File: src/rtl/timer8_pkg.sv
package timer8_pkg;

    // Data-space offsets of the registers.
    localparam logic [7:0] OFS_SYNC_CTRL   = 8'h43;
    localparam logic [7:0] OFS_CTRL_B      = 8'h45;
    localparam logic [7:0] OFS_COUNT       = 8'h46;
    localparam logic [7:0] OFS_CMP_A       = 8'h47;
    localparam logic [7:0] OFS_CMP_B       = 8'h48;
    localparam logic [7:0] OFS_INT_MASK    = 8'h6E;

    // Short I/O addresses are the data-space offset minus this base.
    localparam logic [7:0] IO_SPACE_BASE   = 8'h20;
    localparam logic [7:0] IO_SPACE_LAST   = 8'h3F;

    localparam logic [7:0] REG_RESET       = 8'h00;
    localparam logic [7:0] COUNT_MAX       = 8'hFF;
    localparam logic [7:0] COUNT_BOTTOM    = 8'h00;
    localparam logic [7:0] COUNT_ONE       = 8'h01;

    // Field positions.
    localparam int CTRLB_FORCE_A           = 7;
    localparam int CTRLB_FORCE_B           = 6;
    localparam int CTRLB_WAVE_HI           = 3;
    localparam int SYNC_HOLD_BIT           = 7;
    localparam int ASYNC_CLR_BIT           = 1;
    localparam int SHARED_CLR_BIT          = 0;
    localparam int IRQ_CMP_B               = 2;
    localparam int IRQ_CMP_A               = 1;
    localparam int IRQ_OVF                 = 0;

    // Prescaler taps: a tick is issued when all masked bits are one.
    localparam logic [9:0] TAP_DIV8        = 10'h007;
    localparam logic [9:0] TAP_DIV64       = 10'h03F;
    localparam logic [9:0] TAP_DIV256      = 10'h0FF;
    localparam logic [9:0] TAP_DIV1024     = 10'h3FF;
    localparam logic [9:0] PRESC_ZERO      = 10'h000;
    localparam logic [9:0] PRESC_ONE       = 10'h001;

    typedef enum logic [2:0] {
        CLK_STOP     = 3'b000,
        CLK_DIV1     = 3'b001,
        CLK_DIV8     = 3'b010,
        CLK_DIV64    = 3'b011,
        CLK_DIV256   = 3'b100,
        CLK_DIV1024  = 3'b101,
        CLK_EXT_FALL = 3'b110,
        CLK_EXT_RISE = 3'b111
    } clk_sel_t;

    typedef enum logic [2:0] {
        WM_NORMAL    = 3'b000,
        WM_PC_FF     = 3'b001,
        WM_CTC       = 3'b010,
        WM_FAST_FF   = 3'b011,
        WM_RSVD4     = 3'b100,
        WM_PC_A      = 3'b101,
        WM_RSVD6     = 3'b110,
        WM_FAST_A    = 3'b111
    } wave_mode_t;

    typedef enum logic {
        DIR_UP       = 1'b0,
        DIR_DOWN     = 1'b1
    } count_dir_t;

    typedef struct packed {
        logic       wr;
        logic       rd;
        logic       io_space;
        logic [7:0] addr;
        logic [7:0] wdata;
    } io_req_t;

endpackage : timer8_pkg

File: src/rtl/timer8_core.sv
// Overview of operation
// - Channel A force ignored in PWM modes.
// - Force strobe makes immediate waveform compare match.
// - Force never sets flags nor clears counter.
// - Force strobe bits always read as zero.
// - Clock select: stop, or divide by 1..1024.
// - Codes 110/111 count external falling/rising edges.
// - External pin counts even when driven as output.
// - Channel B interrupt: enable, global, flag.
// - Channel A interrupt: enable, global, flag.
// - Overflow interrupt: enable, global, flag.
// - Sync mode holds both prescaler reset bits.
// - Sync mode cleared clears both reset bits; in async mode the async bit waits for async reset done.
// - Async reset bit resets third timer prescaler.
// - Shared reset bit clears shared prescaler.
// - Counter read/write; write blocks next match.
// - Compare registers continuously matched against counter.
// - Low registers reachable at offset minus 0x20.
// - Mode bit plus external bits select waveform.
// - Non-PWM output modes: off, toggle, clear, set.
// - Flags cleared by vector or written one.
module timer8_core
    import timer8_pkg::*;
(
    input  wire logic       clk_in,
    input  wire logic       rstn_in,
    input  wire io_req_t    bus_in,
    output logic [7:0]      rdata_out,
    input  wire logic [1:0] wave_mode_lo_in,
    input  wire logic [1:0] out_mode_a_in,
    input  wire logic [1:0] out_mode_b_in,
    input  wire logic       gie_in,
    input  wire logic [2:0] flag_clr_in,
    input  wire logic       ext_count_pin_in,
    input  wire logic       async_mode_in,
    input  wire logic       async_reset_done_in,
    output logic            wave_out_a_out,
    output logic            wave_out_b_out,
    output logic [2:0]      flags_out,
    output logic [2:0]      irq_out,
    output logic            shared_prescale_reset_out,
    output logic            async_prescale_reset_out
);

    function automatic logic reg_hit(input io_req_t r, input logic [7:0] ofs);
        logic [7:0] io_ofs;
        io_ofs = 8'(r.addr + IO_SPACE_BASE);
        if (r.io_space)
            return (r.addr <= IO_SPACE_LAST) && (io_ofs == ofs);
        return r.addr == ofs;
    endfunction : reg_hit

    function automatic logic is_non_pwm(input wave_mode_t m);
        return (m == WM_NORMAL) || (m == WM_CTC);
    endfunction : is_non_pwm

    // One compare or bottom event applied to a waveform output.
    function automatic logic wave_step(input logic cur, input logic [1:0] om, input logic match,
                                       input logic bottom, input logic fast, input logic pc,
                                       input logic up, input logic tog_ok);
        logic res;
        res = cur;
        if (match) begin
            if (om == 2'b01 && (tog_ok || (!fast && !pc)))
                res = ~cur;
            else if (om == 2'b10)
                res = pc ? !up : 1'b0;
            else if (om == 2'b11)
                res = pc ? up : 1'b1;
        end
        if (fast && bottom) begin
            if (om == 2'b10)
                res = 1'b1;
            else if (om == 2'b11)
                res = 1'b0;
        end
        return res;
    endfunction : wave_step

    logic             sync_hold_mode;
    logic             async_prescale_clr;
    logic             shared_prescale_clr;
    logic             wave_mode_hi;
    clk_sel_t         clk_sel;
    logic [7:0]       count_value;
    logic [7:0]       cmp_a_value;
    logic [7:0]       cmp_b_value;
    logic [2:0]       irq_mask;
    logic [9:0]       prescaler;
    logic             pin_prev;
    logic             match_block;
    count_dir_t       dir;

    logic             next_sync_hold_mode;
    logic             next_async_prescale_clr;
    logic             next_shared_prescale_clr;
    logic [7:0]       next_count_value;
    logic [9:0]       next_prescaler;
    logic             next_match_block;
    count_dir_t       next_dir;
    logic [2:0]       next_flags;
    logic [2:0]       next_irq;
    logic [7:0]       next_rdata;
    logic             next_wave_a;
    logic             next_wave_b;

    wire logic wr_sync  = bus_in.wr && reg_hit(bus_in, OFS_SYNC_CTRL);
    wire logic wr_ctrlb = bus_in.wr && reg_hit(bus_in, OFS_CTRL_B);
    wire logic wr_count = bus_in.wr && reg_hit(bus_in, OFS_COUNT);
    wire logic wr_cmp_a = bus_in.wr && reg_hit(bus_in, OFS_CMP_A);
    wire logic wr_cmp_b = bus_in.wr && reg_hit(bus_in, OFS_CMP_B);
    wire logic wr_mask  = bus_in.wr && reg_hit(bus_in, OFS_INT_MASK);

    // Mode decoding.
    wire wave_mode_t wm        = wave_mode_t'({wave_mode_hi, wave_mode_lo_in});
    wire wave_mode_t wm_new    = wave_mode_t'({bus_in.wdata[CTRLB_WAVE_HI], wave_mode_lo_in});
    wire logic       mode_pc   = (wm == WM_PC_FF) || (wm == WM_PC_A);
    wire logic       mode_fast = (wm == WM_FAST_FF) || (wm == WM_FAST_A);
    wire logic       top_is_a  = (wm == WM_CTC) || (wm == WM_PC_A) || (wm == WM_FAST_A);
    wire logic [7:0] top_value = top_is_a ? cmp_a_value : COUNT_MAX;
    wire logic       at_top    = count_value == top_value;
    wire logic       at_bottom = count_value == COUNT_BOTTOM;

    // Timer clock selection; the pin input is taken as synchronous.
    wire logic ext_rise = ext_count_pin_in && !pin_prev;
    wire logic ext_fall = !ext_count_pin_in && pin_prev;
    wire logic int_run  = !shared_prescale_clr;
    wire logic tick =
        (clk_sel == CLK_DIV1)     ? int_run :
        (clk_sel == CLK_DIV8)     ? int_run && ((prescaler & TAP_DIV8) == TAP_DIV8) :
        (clk_sel == CLK_DIV64)    ? int_run && ((prescaler & TAP_DIV64) == TAP_DIV64) :
        (clk_sel == CLK_DIV256)   ? int_run && ((prescaler & TAP_DIV256) == TAP_DIV256) :
        (clk_sel == CLK_DIV1024)  ? int_run && ((prescaler & TAP_DIV1024) == TAP_DIV1024) :
        (clk_sel == CLK_EXT_FALL) ? ext_fall :
        (clk_sel == CLK_EXT_RISE) ? ext_rise : 1'b0;

    // Counting sequence.
    wire logic [7:0] count_inc  = 8'(count_value + COUNT_ONE);
    wire logic [7:0] count_dec  = 8'(count_value - COUNT_ONE);
    wire logic       pc_turn_dn = (dir == DIR_UP) && at_top;
    wire logic       pc_turn_up = (dir == DIR_DOWN) && at_bottom;
    wire logic       pc_go_up   = pc_turn_up || ((dir == DIR_UP) && !pc_turn_dn);
    wire logic [7:0] pc_step    = pc_go_up ? count_inc : count_dec;
    wire logic [7:0] lin_step   = at_top ? COUNT_BOTTOM : count_inc;
    wire logic [7:0] count_step = mode_pc ? pc_step : lin_step;

    // Compare and overflow events on a timer clock.
    wire logic hit_a    = tick && !match_block && (count_value == cmp_a_value);
    wire logic hit_b    = tick && !match_block && (count_value == cmp_b_value);
    wire logic ovf_at   = mode_pc ? pc_turn_up : ((wm == WM_FAST_A) ? at_top : (count_value == COUNT_MAX));
    wire logic ovf_hit  = tick && ovf_at;
    wire logic fast_bot = tick && mode_fast && at_top;

    // Forced compares only act in non-PWM modes and touch the waveform only.
    wire logic force_a = wr_ctrlb && bus_in.wdata[CTRLB_FORCE_A] && is_non_pwm(wm_new);
    wire logic force_b = wr_ctrlb && bus_in.wdata[CTRLB_FORCE_B] && is_non_pwm(wm_new);
    wire logic [2:0] flag_set = {hit_b, hit_a, ovf_hit};

    assign next_count_value = wr_count ? bus_in.wdata : (tick ? count_step : count_value);
    assign next_match_block = wr_count ? 1'b1 : (tick ? 1'b0 : match_block);
    assign next_dir         = !mode_pc ? DIR_UP : (tick ? (pc_go_up ? DIR_UP : DIR_DOWN) : dir);
    assign next_prescaler   = shared_prescale_clr ? PRESC_ZERO : 10'(prescaler + PRESC_ONE);
    assign next_flags       = flag_set | (flags_out & ~flag_clr_in);
    assign next_irq         = flags_out & irq_mask & {3{gie_in}};

    assign next_wave_a = wave_step(wave_out_a_out, out_mode_a_in, hit_a || force_a, fast_bot,
                                   mode_fast, mode_pc, dir == DIR_UP, wave_mode_hi);
    assign next_wave_b = wave_step(wave_out_b_out, out_mode_b_in, hit_b || force_b, fast_bot,
                                   mode_fast, mode_pc, dir == DIR_UP, 1'b0);

    // Prescaler reset bits: kept while sync mode is on, else cleared at once; in async mode the async bit waits for async reset done.
    assign next_sync_hold_mode      = wr_sync ? bus_in.wdata[SYNC_HOLD_BIT] : sync_hold_mode;
    assign next_shared_prescale_clr = wr_sync ? bus_in.wdata[SHARED_CLR_BIT] :
                                      (shared_prescale_clr && sync_hold_mode);
    assign next_async_prescale_clr  = wr_sync ? bus_in.wdata[ASYNC_CLR_BIT] :
                                      (async_prescale_clr && (sync_hold_mode ||
                                       (async_mode_in && !async_reset_done_in)));

    wire logic [7:0] rd_sync  = {sync_hold_mode, 5'b00000, async_prescale_clr, shared_prescale_clr};
    wire logic [7:0] rd_ctrlb = {2'b00, 2'b00, wave_mode_hi, clk_sel};
    wire logic [7:0] rd_mask  = {5'b00000, irq_mask};
    assign next_rdata = !bus_in.rd                       ? REG_RESET :
                        reg_hit(bus_in, OFS_SYNC_CTRL)   ? rd_sync :
                        reg_hit(bus_in, OFS_CTRL_B)      ? rd_ctrlb :
                        reg_hit(bus_in, OFS_COUNT)       ? count_value :
                        reg_hit(bus_in, OFS_CMP_A)       ? cmp_a_value :
                        reg_hit(bus_in, OFS_CMP_B)       ? cmp_b_value :
                        reg_hit(bus_in, OFS_INT_MASK)    ? rd_mask : REG_RESET;

    always_ff @(posedge clk_in or negedge rstn_in) begin
        if (!rstn_in) begin
            sync_hold_mode      <= 1'b0;
            async_prescale_clr  <= 1'b0;
            shared_prescale_clr <= 1'b0;
            wave_mode_hi        <= 1'b0;
            clk_sel             <= CLK_STOP;
            irq_mask            <= 3'h0;
            cmp_a_value         <= REG_RESET;
            cmp_b_value         <= REG_RESET;
        end else begin
            sync_hold_mode      <= next_sync_hold_mode;
            async_prescale_clr  <= next_async_prescale_clr;
            shared_prescale_clr <= next_shared_prescale_clr;
            if (wr_ctrlb) begin
                wave_mode_hi <= bus_in.wdata[CTRLB_WAVE_HI];
                clk_sel      <= clk_sel_t'(bus_in.wdata[2:0]);
            end
            if (wr_mask)
                irq_mask <= bus_in.wdata[2:0];
            if (wr_cmp_a)
                cmp_a_value <= bus_in.wdata;
            if (wr_cmp_b)
                cmp_b_value <= bus_in.wdata;
        end
    end

    always_ff @(posedge clk_in or negedge rstn_in) begin
        if (!rstn_in) begin
            count_value <= REG_RESET;
            match_block <= 1'b0;
            dir         <= DIR_UP;
            prescaler   <= PRESC_ZERO;
            pin_prev    <= 1'b0;
        end else begin
            count_value <= next_count_value;
            match_block <= next_match_block;
            dir         <= next_dir;
            prescaler   <= next_prescaler;
            pin_prev    <= ext_count_pin_in;
        end
    end

    always_ff @(posedge clk_in or negedge rstn_in) begin
        if (!rstn_in) begin
            rdata_out                 <= REG_RESET;
            wave_out_a_out            <= 1'b0;
            wave_out_b_out            <= 1'b0;
            flags_out                 <= 3'h0;
            irq_out                   <= 3'h0;
            shared_prescale_reset_out <= 1'b0;
            async_prescale_reset_out  <= 1'b0;
        end else begin
            rdata_out                 <= next_rdata;
            wave_out_a_out            <= next_wave_a;
            wave_out_b_out            <= next_wave_b;
            flags_out                 <= next_flags;
            irq_out                   <= next_irq;
            shared_prescale_reset_out <= next_shared_prescale_clr;
            async_prescale_reset_out  <= next_async_prescale_clr;
        end
    end

    wire logic quiet_bus = !bus_in.wr;
endmodule : timer8_core

File: config.mk
export PLATFORM = sky130hd
export DESIGN_NAME = timer8_core
export DESIGN_NICKNAME = d
export VERILOG_FILES = /design/src/rtl/timer8_pkg.sv /design/src/rtl/timer8_core.sv
export SDC_FILE = /design/constraint.sdc
export NUM_CORES = 1
export LEC_CHECK = 0
export ABC_AREA = 1
export BUFFER_PORTS_ARGS = -buffer_cell sky130_fd_sc_hd__buf_2
export CAP_MARGIN = 10
export CORE_MARGIN = 1
export CORE_UTILIZATION = 45
export CTS_BUF_LIST = sky130_fd_sc_hd__clkbuf_4
export DETAILED_ROUTE_END_ITERATION = 8
export PLACE_DENSITY = 0.69
export SYNTH_ARGS = -nofsm -noshare
export SYNTH_HDL_FRONTEND = slang
export SYNTH_SLANG_ARGS = --single-unit
File: constraint.sdc
create_clock -name clk_in -period 2.25 [get_ports clk_in]
set_input_delay 0.3375 -clock clk_in [delete_from_list [all_inputs] [get_ports clk_in]]
set_output_delay 0.3375 -clock clk_in [all_outputs]
set_load 0.05 [all_outputs]
== After elaboration in Yosys (flattened, before gate mapping) ==
Cells that the tools add are included.

* Flip-flop bits (word level): 63
* Bits of input ports: 34
* Output and inout bits: 18
* Logic and storage cells: 189

* Add/subtract/negate cells: 4
* Order comparisons: 1
* Equal/unequal tests: 40
* Muxes and demuxes: 59
* Bitwise operators: 8
* Reduce and logical (&&, ||, !) cells: 59

{| class="wikitable"
|+ Operator list
! operator !! count
|-
| $eq A8 B7 Y1 const B || 12
|-
| $mux W8 || 12
|-
| $mux W1 || 45
|-
| $logic_and A1 B1 Y1 || 38
|-
| $eq A8 B8 Y1 || 3
|-
| $eq A3 B3 Y1 const B || 7
|-
| $eq A8 B8 Y1 const B || 2
|-
| $eq A3 B2 Y1 const B || 5
|-
| $add A10 B1 Y10 const B || 1
|-
| $eq A10 B10 Y1 const B || 1
|-
| $logic_or A1 B1 Y1 || 10
|-
| $mux W10 || 1
|-
| $and A3 B3 Y3 || 3
|-
| $add A8 B1 Y8 const B || 1
|-
| $add A8 B6 Y8 const B || 1
|-
| $eq A2 B2 Y1 const B || 4
|-
| $le A8 B6 Y1 const B || 1
|-
| $logic_not A1 Y1 || 8
|-
| $logic_not A8 Y1 || 1
|-
| $sub A8 B1 Y8 const B || 1
|-
| $eq A3 B1 Y1 const B || 2
|-
| $eq A6 B6 Y1 const B || 1
|-
| $eq A2 B1 Y1 const B || 2
|-
| $logic_not A3 Y1 || 1
|-
| 6 further kinds || 8
|}

== Depth between registers and ports, before layout ==
Gate-level depths: netlist of run 1.

* Depth in word-level cells: 16
* Gate-level depth with buffers: 15
* Depth with buffers taken out: 14

== Worst setup path before layout of run 1 ==
No wires, ideal clock.

* Kind: reg2reg
* Start point: reg count_value[1]
* End point: reg count_value[4]
* Setup time: 0.117 ns
* Arrival: 1.609 ns
* Data required time: 2.133 ns
* Path slack: 0.524 ns
* Cell stages (with the launch flop): 15
* Path buffers: 1
* Period minus slack after synthesis: 1.726 ns
* Path through: dfrtp_1 -> clkbuf_2 -> inv_1 -> ha_1 -> nand2_1 -> nor2_1 -> nand3_1 -> nor3_2 -> nor2_2 -> nand2_4 -> nand2_2 -> nand2_1 -> nand2_1 -> nand3_1 -> nand2_1

* Longest elaborated chain between the ends: 9
* Elaborated cells between the ends (all ways): 14
* Those cells by class: add/sub: 2; eq/ne: 1; mux: 5; reduce/logical: 6

{| class="wikitable"
|+ Ends and longest elaborated chain
! item !! line !! text
|-
| from (decl) || timer8_core.sv:85 || <nowiki>logic [7:0] count_value;</nowiki>
|-
| from (signal assigned) || timer8_core.sv:225 || <nowiki>count_value <= next_count_value;</nowiki>
|-
| parallel branches: the longest is 6 deep, another holds $add A8 B1 Y8 || -- ||
|-
| $mux W8 (*) || timer8_core.sv:145 || <nowiki>wire logic [7:0] count_step = mode_pc ? pc_step : lin_step;</nowiki>
|-
| $mux W8 (*) (2 in series) || timer8_core.sv:159 || <nowiki>assign next_count_value = wr_count ? bus_in.wdata : (tick ? count_step : count_value);</nowiki>
|}

Mark *: on every way between the ends. The select of a mux whose other input is x is not followed.
A chain may end at the register's enable or synchronous reset.

== Worst setup path in the final report of run 1 ==
* Start point: reg count_value[1]
* End point: reg count_value[2]

Same word-level chain as after synthesis.

==> results.toml, run 1 <==
[logic_synthesis]
synth.ff_latch_count = 63
yosys.area_share.adder_pct = 1.57
synth_cells = 552
syn_area_mm2 = 0.00398
post-synth-top-area-fraction_pct = 39.6
async_flop_share_pct = 100
synth.area.top_cells = "sky130_fd_sc_hd__dfrtp_1 40%, sky130_fd_sc_hd__nand2_1 15%, sky130_fd_sc_hd__inv_1 6.5%, sky130_fd_sc_hd__nand3_1 5.0%, sky130_fd_sc_hd__nor2_1 4.3%"
post_synth_xor_area_fraction_pct = 3.74
synthMuxAreaShare_pct = 0
ys_seq_area_share_pct = 39.6
synth_top_family_by_area = "simple AND/OR/NAND/NOR gates"
post_synth_num_cell_types = 38
yosys_synthesis_warning_count = 0
post_synth.cell_area_avg_um2 = 7.21
yosys.area_share.simple_pct = 33.9
synth_top_cell_by_area = "sky130_fd_sc_hd__dfrtp_1"
syn-num-nets = 591
synth_compound_area_share_pct = 11.0
edff_count_synth = 0
ys_dominant_reg_cell = "sky130_fd_sc_hd__dfrtp_1"

[critical_path]
critPathLaunchType = "flip-flop"
critical_path_peak_fanout = 7
minimum_setup_slack_among_reg_to_reg_paths_ns = 0.28
timing.reg2reg.worst_path_depth = 13
worstPathCellList = "inv_1, ha_1, nand2_1, nor2_1, nand3_1, nor3_2, nor2_2, nand2_4, nand2_1, nand2_1, nand2_1, nand2_1, nand2_1"
startpoint = "count_value[1]"
crit_end = "count_value[2]"
timing.critical_path.to_type = "flip-flop"
critical_path_class = "flip-flop to flip-flop"
critical_path_required_ns = 2.57
cpMostUsedCell = "sky130_fd_sc_hd__nand2_1"
worst_path_largest_cell_delay_ns = 0.39
cp_slowest_cell = "sky130_fd_sc_hd__dfrtp_1"
critPathArrivalTime_ns = 2.29
worst_r2r_startpoint = "count_value[1]"
critical_path.reg2reg.endpoint = "count_value[2]"

[power]
ir_drop_mv = 0.479
pwr-share-seq_pct = 37.1
sum_of_internal_switching_and_leakage_power_mw = 4.32
p_leak_nw = 2.37
power_switching_share_pct = 39.7
clock_power_share_pct = 25.8
combPwrFrac_pct = 37.2
power_switching_mw = 1.72
internal-power_mw = 2.60
p_per_area_mw_per_mm2 = 948

[sta]
worst_slew_margin_rel_pct = 72.3
timing.final.setup_violations = 0
timing.setup.tns_ns = 0
final_max_slew_viol_count = 0
grt_setup_unrepaired = "no"
final_hold_viol_count = 0
worst-slew-pin-transition_ns = 0.416
post-route-worst-setup-slack_ns = 0.283
max_clock_freq_mhz = 508
timing.final.crit_share_pct = 87.4
clk_skew_ns = 0.0125
fin_crit_ns = 1.97

[routing]
post_drt_via_cell_ratio = 5.27
drt_first_pass_iters = 5
dr.first_iter.drc_count = 280
via_count = 3787
drt-wirelength-per-cell_um = 14.4
postRouteWirelength_um = 10400
antenna_left = 0
remaining_drc_errors = 0

[floorplan]
starting_utilization_of_the_core_area_pct = 47.5
io-pin-count = 52
design.die.area_mm2 = 0.00923
fp.dieW_um = 96.1
die_extent_in_y_um = 96.1
number_of_core_rows = 33
core_mm2 = 0.00838

[worst_hold_path]
hold_crit_path_type = "primary input to flip-flop"

[cts]
post_cts.repair.setup_buffers = 0
hold_buffers = 1
clock_tree.root_cell = "sky130_fd_sc_hd__clkbuf_4"
cts.sinks = 63
worst_skew_pair.late_latency_ns = 0.42
cts.clk_slew.worst_paths_ns = 0.12
cts-buffers-inserted = 9
cts_tree = "built"
cts_buffer_depth = 2
cts.htree.levels = 3
post_cts_repair_resize_count = 0

[placed_design]
place.gp.congestion = 0.932
place_hpwl_um = 7970
placement.io_buffers = 51
dp_worst_setup_slack_ns = 0.165

[outcome]
run_status = "finished clean"

[grt]
grt_start_max_net_pins = 32
overflow = 0
via_count_of_the_first_global_routing_pass = 3586
grt_use_total_pct = 25.0
grt_pass1_wl_um = 17300
antenna_found_initial = 0

[job]
max_cap_viol_count = 0

[final_layout]
fillerInstances = 835
nNetsFinal = 649
synthToLayoutAreaGrowth_pct = 14.4
diodes = 0
drive_gt1_share_pct = 18.2
layer usage:
layer	share of wire, %	wire [µm]	track usage, %	vias to the layer above
li1	-	-	-	1892
met1	45	4690	33.7	1757
met2	47	4880	40.2	120
met3	6.0	627	4.34	18
met4	1.8	189	8.71	0
met5	0	0	0	-
cell families (layout without fill, tap and decap cells):
group / after synthesis / in the layout
xor+xnor: 17 / 17
buf+inv: 95 / 157
compound gates: 81 / 81
simple gates: 291 / 291
fa+ha+maj: 5 / 5
flops: 63 / 63
metrics by stage:
step	hold slack (ns)	cell area, µm²	instances	util (%)
floorplan	0.0419	3980	552	-
global placement	0.292	4350	703	51.8
detailed placement	0.291	4350	703	51.8
CTS	0.0202	4560	719	54.4
global route	0.0260	4560	719	54.4
finish	0.0380	4560	719	54.4
power groups by stage:
stage / registers, mW / clock network [mW] / logic [mW]
floorplan: 1.59 / 0 / 1.19
global placement: 1.61 / 0 / 1.56
detailed placement: 1.62 / 0 / 1.58
CTS: 1.60 / 1.12 / 1.59
global route: 1.64 / 1.18 / 1.81
finish: 1.60 / 1.11 / 1.60
final cells by class:
| type | count | area (µm²) | share of cell area (%) |
|---|---|---|---|
| sequential | 63 | 1580 | 34.6 |
| clock buffer | 9 | 67.6 | 1.48 |
| multi-input combinational | 394 | 2000 | 43.9 |
| timing repair buffer | 59 | 330 | 7.25 |
| tap | 105 | 131 | 2.88 |
| clock inverter | 6 | 133 | 2.91 |
| inverter | 83 | 315 | 6.92 |
cells in the final DEF, fill, tap and decap left out, types with 2 or more instances in the layout:
cell type	n
sky130_fd_sc_hd__nor2_4	5
sky130_fd_sc_hd__dfrtp_1	63
sky130_fd_sc_hd__clkbuf_4	9
sky130_fd_sc_hd__o22ai_1	5
sky130_fd_sc_hd__o21ai_0	26
sky130_fd_sc_hd__o21ai_1	21
sky130_fd_sc_hd__nand2_4	4
sky130_fd_sc_hd__a21oi_1	19
sky130_fd_sc_hd__nor3_1	10
sky130_fd_sc_hd__nor3_2	3
sky130_fd_sc_hd__nand4_1	15
sky130_fd_sc_hd__o211ai_1	4
sky130_fd_sc_hd__nor2_1	46
sky130_fd_sc_hd__bufinv_16	4
sky130_fd_sc_hd__inv_1	69
sky130_fd_sc_hd__inv_2	12
sky130_fd_sc_hd__nand2_1	155
sky130_fd_sc_hd__buf_4	6
sky130_fd_sc_hd__nor2_2	2
sky130_fd_sc_hd__nand3_1	40
sky130_fd_sc_hd__buf_2	51
sky130_fd_sc_hd__xnor2_1	9
sky130_fd_sc_hd__nand2_2	5
sky130_fd_sc_hd__nand3_4	2
sky130_fd_sc_hd__xor2_1	8
sky130_fd_sc_hd__ha_1	5
synthesized netlist by cell type, types with 2 or more instances:
| cell | instances |
|---|---|
| sky130_fd_sc_hd__inv_2 | 12 |
| sky130_fd_sc_hd__o22ai_1 | 5 |
| sky130_fd_sc_hd__o21ai_0 | 26 |
| sky130_fd_sc_hd__nand3_1 | 40 |
| sky130_fd_sc_hd__xnor2_1 | 9 |
| sky130_fd_sc_hd__buf_2 | 4 |
| sky130_fd_sc_hd__nand3_4 | 2 |
| sky130_fd_sc_hd__nand2_4 | 4 |
| sky130_fd_sc_hd__xor2_1 | 8 |
| sky130_fd_sc_hd__nand2_2 | 5 |
| sky130_fd_sc_hd__nand2_1 | 155 |
| sky130_fd_sc_hd__buf_4 | 4 |
| sky130_fd_sc_hd__dfrtp_1 | 63 |
| sky130_fd_sc_hd__o21ai_1 | 21 |
| sky130_fd_sc_hd__o211ai_1 | 4 |
| sky130_fd_sc_hd__nor3_2 | 3 |
| sky130_fd_sc_hd__nor2_2 | 2 |
| sky130_fd_sc_hd__inv_1 | 69 |
| sky130_fd_sc_hd__ha_1 | 5 |
| sky130_fd_sc_hd__buf_6 | 3 |
| sky130_fd_sc_hd__nand4_1 | 15 |
| sky130_fd_sc_hd__nor3_1 | 10 |
| sky130_fd_sc_hd__nor2_1 | 46 |
| sky130_fd_sc_hd__a21oi_1 | 19 |
| sky130_fd_sc_hd__nor2_4 | 5 |
state kept, by name, summed over array words and instances, names as in the netlist:
register and count:
prescaler 10, cmp_a_value 8, cmp_b_value 8, count_value 8, rdata_out 8, clk_sel 3
flags_out 3, irq_mask 3, irq_out 3, async_prescale_reset_out 1, dir 1, match_block 1
pin_prev 1, shared_prescale_reset_out 1, sync_hold_mode 1, wave_mode_hi 1, wave_out_a_out 1, wave_out_b_out 1
worst max-delay path, delay by kind of cell, from the launching register on:
family / cells / cell delay, ns
AND/OR/NAND/NOR: 11 / 1.18
adder cells (fa/ha/maj): 1 / 0.17
buffers and inverters: 1 / 0.12
flip-flops: 1 / 0.39
worst min path at each step:
stage	start	endpoint	slack [ns]	cells past startpoint
floorplan	rstn_in	async_prescale_reset_out	0.04	0
global placement	rstn_in	rdata_out[7]	0.29	1
detailed placement	rstn_in	rdata_out[4]	0.29	1
CTS	ext_count_pin_in	pin_prev	0.02	1
global route	ext_count_pin_in	pin_prev	0.03	1
finish	ext_count_pin_in	pin_prev	0.04	1
Note: power is estimated with default switching activity, not from simulation.
==> run 2: changes to the inputs <==
--- a/config.mk
+++ b/config.mk
@@ -6,8 +6,9 @@
 export NUM_CORES = 1
 export LEC_CHECK = 0
 export ABC_AREA = 1
+export ABC_CLOCK_PERIOD_IN_PS = 2100
 export BUFFER_PORTS_ARGS = -buffer_cell sky130_fd_sc_hd__buf_2
-export CAP_MARGIN = 10
+export CAP_MARGIN = 20
 export CORE_MARGIN = 1
 export CORE_UTILIZATION = 45
 export CTS_BUF_LIST = sky130_fd_sc_hd__clkbuf_4
==> constraint.sdc (replaced) <==
create_clock -name clk_in -period 2.1 [get_ports clk_in]
set_input_delay 0.315 -clock clk_in [delete_from_list [all_inputs] [get_ports clk_in]]
set_output_delay 0.315 -clock clk_in [all_outputs]
set_load 0.05 [all_outputs]
==> run 2 against run 1 <==
Effect of this change: cell area shrank 0.16%; sequential cell count is the same; setup slack lost 0.12 ns; maximum frequency grew 1.4%; final cell count grew 0.42%; via count shrank 0.55%; largest cell class unchanged; critical path type unchanged; clock-buffer cell count is the same; sequential power grew 9%; core utilization shrank 0.090 points.
==> results.toml, run 2 (synthesis results as in run 1) <==
[outcome]
run_status = "finished clean"

[critical_path]
critical_path.reg2reg.endpoint = "count_value[6]"
critPathArrivalTime_ns = 2.25
critPathLaunchType = "flip-flop"
critical_path_required_ns = 2.41
critical_path_class = "flip-flop to flip-flop"
minimum_setup_slack_among_reg_to_reg_paths_ns = 0.16
timing.reg2reg.worst_path_depth = 11
critical_path_peak_fanout = 8
worst_r2r_startpoint = "count_value[6]"
timing.critical_path.to_type = "flip-flop"

[worst_hold_path]
hold_end = "flags_out[0]"
worst_hold_path.num_cells = 2
hold_crit_path_type = "primary input to flip-flop"
hp-start = "flag_clr_in[0]"

[sta]
timing.final.setup_violations = 0
worst_slew_margin_rel_pct = 72.1
grt_setup_unrepaired = "no"
max_clock_freq_mhz = 516
final_hold_viol_count = 0
timing.final.crit_share_pct = 92.3
worst_hold_slack_ns = 0.0491
worst-slew-pin-transition_ns = 0.419
final_max_slew_viol_count = 0
fin_crit_ns = 1.94
timing.setup.tns_ns = 0
clk_skew_ns = 0.0221

[floorplan]
starting_utilization_of_the_core_area_pct = 47.5
core_mm2 = 0.00838
number_of_core_rows = 33
design.die.area_mm2 = 0.00923
io-pin-count = 52
die_extent_in_y_um = 96.1
fp.dieW_um = 96.1

[power]
sum_of_internal_switching_and_leakage_power_mw = 4.42
p_per_area_mw_per_mm2 = 971
ir_drop_mv = 0.501
p_leak_nw = 2.36

[routing]
via_count = 3766
drt-wirelength-per-cell_um = 14.1
postRouteWirelength_um = 10200
drt_first_pass_iters = 5
remaining_drc_errors = 0
antenna_left = 0
dr.first_iter.drc_count = 216
post_drt_via_cell_ratio = 5.22

[final_layout]
drive_gt1_share_pct = 19.0
fin_util_pct = 54.3
layout_common_cells = "155 x sky130_fd_sc_hd__nand2_1, 69 x sky130_fd_sc_hd__inv_1, 62 x sky130_fd_sc_hd__dfrtp_1, 51 x sky130_fd_sc_hd__buf_2, 45 x sky130_fd_sc_hd__nor2_1"
design_area_mm2 = 0.00455
synthToLayoutAreaGrowth_pct = 14.2
diodes = 0
largest_reg_flops = 10
nNetsFinal = 651
register_with_the_most_flip_flops = "prescaler"
final_common_cell = "sky130_fd_sc_hd__nand2_1"

[job]
max_cap_viol_count = 0

[placed_design]
placement.io_buffers = 51
placement.cell_area_mm2 = 0.00435
place_hpwl_um = 7810
place.gp.congestion = 0.912

[grt]
grt_start_max_net_pins = 31
grt_pass1_wl_um = 17200
grt_use_total_pct = 24.7
overflow = 0
antenna_found_initial = 0
via_count_of_the_first_global_routing_pass = 3586

[cts]
worst_skew_pair.late_latency_ns = 0.43
cts-buffers-inserted = 9
post_cts.repair.setup_buffers = 0
cts_buffer_depth = 2
cts.sinks = 63
clock_tree.root_cell = "sky130_fd_sc_hd__clkbuf_4"
cts.clk_slew.worst_paths_ns = 0.13
cts.htree.levels = 3
cts_tree = "built"
## run 2: cell count changes in the layout (fill, tap and decap cells not counted)
cell	before	now
sky130_fd_sc_hd__dfrtp_2	0	1
sky130_fd_sc_hd__dfrtp_1	63	62
sky130_fd_sc_hd__clkinv_4	0	3
sky130_fd_sc_hd__dlygate4sd3_1	1	2
sky130_fd_sc_hd__clkinv_1	1	0
sky130_fd_sc_hd__buf_4	6	7
sky130_fd_sc_hd__inv_6	1	2
sky130_fd_sc_hd__nor2_1	46	45
sky130_fd_sc_hd__nor2_2	2	3
sky130_fd_sc_hd__bufinv_16	4	2
## run 2: layer usage
metal | GRT usage, % | wire, µm | up-vias
met5 | 0 | 0 | -
met1 | 33.1 | 4740 | 1766
met3 | 5.61 | 472 | 12
met4 | 6.22 | 133 | 0
li1 | - | - | 1894
met2 | 40.3 | 4820 | 94
## run 2: area by class of cell
class                      count  area (µm²)
clock buffer                   9        67.6
fill                         835        3830
sequential                    63        1580
tap                          105         131
clock inverter                 7         104
multi-input combinational    394        2000
inverter                      83         315
timing repair buffer          61         348
## run 2: what timing repair did
action / in CTS / in global routing
setup endpoints to repair: 0 / 2
endpoints found under the hold margin: 15 / 1
hold buffers: 1 / 1
resized for setup: 0 / 2
## run 2: power breakdown
| group | internal (mW) | switching, mW | leakage [nW] |
|---|---|---|---|
| Clock | 0.496 | 0.520 | 0.0911 |
| Sequential | 1.45 | 0.294 | 0.822 |
| Combinational | 0.619 | 1.04 | 1.45 |
| Total | 2.56 | 1.86 | 2.36 |
## run 2: per-stage QoR
step                      worst slack [ns]  cells
after detailed placement             0.153    704
after global routing               0.00401    722
after CTS                            0.174    721
final                                0.161    722
after floorplan                      0.374    552
after global placement               0.169    704
## run 2: worst max-delay path by stage
stage                         from  slack (ns)  depth (start not counted)        endpoint
finish              count_value[6]        0.16                         11  count_value[6]
global route        count_value[6]       0.004                         14  count_value[4]
CTS                 count_value[6]        0.17                         11  count_value[6]
detailed placement      bus_in[13]        0.15                         12  count_value[6]
global placement        bus_in[13]        0.17                         12  count_value[6]
floorplan           count_value[1]        0.37                         14  count_value[4]
## run 2: critical path, cell delays in order, from the launching register on
cell and delay (ns):
sky130_fd_sc_hd__dfrtp_1 0.57, sky130_fd_sc_hd__inv_2 0.13, sky130_fd_sc_hd__nand2_1 0.08, sky130_fd_sc_hd__nand2_1 0.06, sky130_fd_sc_hd__nor2_2 0.12, sky130_fd_sc_hd__nand2_2 0.09, sky130_fd_sc_hd__nor2_4 0.11, sky130_fd_sc_hd__nand3_4 0.14
sky130_fd_sc_hd__nor2_1 0.19, sky130_fd_sc_hd__nor2_1 0.12, sky130_fd_sc_hd__nand4_1 0.14, sky130_fd_sc_hd__nand3_1 0.08
==> run 3: changes to the inputs <==
--- a/config.mk
+++ b/config.mk
@@ -7,13 +7,13 @@
 export LEC_CHECK = 0
 export ABC_AREA = 1
 export ABC_CLOCK_PERIOD_IN_PS = 2100
-export BUFFER_PORTS_ARGS = -buffer_cell sky130_fd_sc_hd__buf_2
 export CAP_MARGIN = 20
 export CORE_MARGIN = 1
 export CORE_UTILIZATION = 45
 export CTS_BUF_LIST = sky130_fd_sc_hd__clkbuf_4
 export DETAILED_ROUTE_END_ITERATION = 8
-export PLACE_DENSITY = 0.69
+export DONT_BUFFER_PORTS = 1
+export PLACE_DENSITY = 0.64
 export SYNTH_ARGS = -nofsm -noshare
 export SYNTH_HDL_FRONTEND = slang
 export SYNTH_SLANG_ARGS = --single-unit
==> constraint.sdc (replaced) <==
create_clock -name clk_in -period 2.1 [get_ports clk_in]
set_input_delay 0.42 -clock clk_in [delete_from_list [all_inputs] [get_ports clk_in]]
set_output_delay 0.42 -clock clk_in [all_outputs]
set_load 0.05 [all_outputs]
==> run 3 against run 2 <==
Effect of this change: clock skew is 0.0024 ns lower; worst hold slack better by 0.039 ns; sequential share of layout area is 1.9 points higher; routed wire length is 0.40% lower; sequential power is 4% higher; global-route usage is 0.80 points lower; register-to-register slack hardly changed; power is 3.2% lower; setup slack better by 0.0020 ns; maximum frequency is 0.10% higher.
==> results.toml, run 3 (synthesis results as in run 1) <==
[final_layout]
nNetsFinal = 603
drive_gt1_share_pct = 12.5
largest_reg_flops = 10
layout_common_cells = "155 x sky130_fd_sc_hd__nand2_1, 69 x sky130_fd_sc_hd__inv_1, 62 x sky130_fd_sc_hd__dfrtp_1, 45 x sky130_fd_sc_hd__nor2_1, 38 x sky130_fd_sc_hd__nand3_1"
final_common_cell = "sky130_fd_sc_hd__nand2_1"
fin_cells = 674
diodes = 0
design_area_mm2 = 0.00431
fillerInstances = 850
register_area_mm2 = 0.00158
synthToLayoutAreaGrowth_pct = 8.29
multi_input_area_mm2 = 0.00202
fin_util_pct = 51.5
register_with_the_most_flip_flops = "prescaler"

[worst_hold_path]
hp-start = "flag_clr_in[0]"
worst_hold_path.num_cells = 1
hold_crit_path_type = "primary input to flip-flop"
hold_end = "flags_out[0]"

[sta]
clk_skew_ns = 0.0197
worst-slew-pin-transition_ns = 0.571
final_hold_viol_count = 0
worst_slew_margin_rel_pct = 61.9
fin_crit_ns = 1.94
final_max_slew_viol_count = 0
worst_hold_slack_ns = 0.0880
timing.final.crit_share_pct = 92.3
timing.final.setup_violations = 0
max_clock_freq_mhz = 516
timing.setup.tns_ns = 0

[critical_path]
timing.reg2reg.worst_path_depth = 8
startpoint = "count_value[0]"
minimum_setup_slack_among_reg_to_reg_paths_ns = 0.16
timing.critical_path.to_type = "flip-flop"
critPathLaunchType = "flip-flop"
cpMostUsedCell = "sky130_fd_sc_hd__o21ai_0"
critPathArrivalTime_ns = 2.22
critical_path_class = "flip-flop to flip-flop"
cp_slowest_cell = "sky130_fd_sc_hd__dfrtp_2"
critical_path.reg2reg.endpoint = "flags_out[0]"
critical_path_peak_fanout = 4
worstPathCellList = "buf_4, ha_1, nand3_1, nor2_1, a31oi_1, a21oi_1, o21ai_0, o21ai_0"
critical_path_required_ns = 2.38
worst_r2r_startpoint = "count_value[0]"
worst_path_largest_cell_delay_ns = 0.46

[cts]
cts.htree.levels = 3
cts_buffer_depth = 2
clock_tree.root_cell = "sky130_fd_sc_hd__clkbuf_4"
worst_skew_pair.late_latency_ns = 0.42
cts-buffers-inserted = 9
cts.sinks = 63
cts.clk_slew.worst_paths_ns = 0.12
cts_tree = "built"

[floorplan]
starting_utilization_of_the_core_area_pct = 47.5
number_of_core_rows = 33
core_mm2 = 0.00838
design.die.area_mm2 = 0.00923
fp.dieW_um = 96.1
io-pin-count = 52
die_extent_in_y_um = 96.1

[grt]
overflow = 0
via_count_of_the_first_global_routing_pass = 3394
grt_use_total_pct = 23.9
grt_start_max_net_pins = 64
grt_pass1_wl_um = 16500
antenna_found_initial = 0

[power]
p_per_area_mw_per_mm2 = 992
p_leak_nw = 2.15
ir_drop_mv = 0.440

[routing]
drt-wirelength-per-cell_um = 15.0
post_drt_via_cell_ratio = 5.38
postRouteWirelength_um = 10100
dr.first_iter.drc_count = 161
remaining_drc_errors = 0
drt_first_pass_iters = 5
via_count = 3628
antenna_left = 0

[outcome]
run_status = "finished clean"

[placed_design]
placement.cell_area_mm2 = 0.00409
place.gp.congestion = 0.900
place_hpwl_um = 7710
placedCellCount = 654
placement.io_buffers = 0

[job]
max_cap_viol_count = 0
==> run 3: worst max-delay path: cells and delay by family (launching register included) <==
| family | cells | cell delay (ns) |
|---|---|---|
| compound gates | 4 | 0.75 |
| flops | 1 | 0.46 |
| fa+ha+maj | 1 | 0.22 |
| simple gates | 2 | 0.22 |
| buf+inv | 1 | 0.15 |
==> run 3: how the worst max path moves through the flow <==
stage                endpoint  slack, ns  cells past startpoint
3_5_place_dp     rdata_out[0]       0.16                     12
6_report         flags_out[0]       0.16                      8
3_3_place_gp   wave_out_b_out       0.22                     12
2_1_floorplan  count_value[0]       0.36                     12
4_1_cts        count_value[4]       0.16                     11
5_1_grt        wave_out_a_out     -0.006                     12
==> run 3: timing repair <==
action / 4_1_cts / 5_1_grt
hold buffers: 3 / 0
resized for setup: 0 / 5
endpoints found under the setup margin: 0 / 7
endpoints found under the hold margin: 64 / 0
buffers inserted: 0 / 1
==> run 3: per-layer routing <==
layer,vias to the layer above,wire (µm),global-route usage (%)
li1,1799,-,-
met4,0,202,8.71
met5,-,0,0
met2,115,4500,36.6
met3,16,697,6.08
met1,1698,4720,32.5
==> run 3: final cells by class <==
class                      instances  area share (%)
clock buffer                      10            1.74
clock inverter                     6            1.62
inverter                          83            7.31
multi-input combinational        394            46.9
sequential                        63            36.6
tap                              105            3.05
timing repair buffer              13            2.84
==> run 3: stage by stage <==
step,power (mW),setup WS (ns)
CTS,4.24,0.160
global placement,3.28,0.220
global route,4.59,-0.00617
detailed placement,3.32,0.159
finish,4.28,0.163
floorplan,2.98,0.358
==> run 3: power by group <==
part           leakage (nW)  switching (mW)  total (mW)  internal (mW)
Combinational          1.25           0.962        1.58          0.615
Clock                0.0809           0.502       0.887          0.385
Sequential            0.822           0.367        1.81           1.45
Total                  2.15            1.83        4.28           2.45
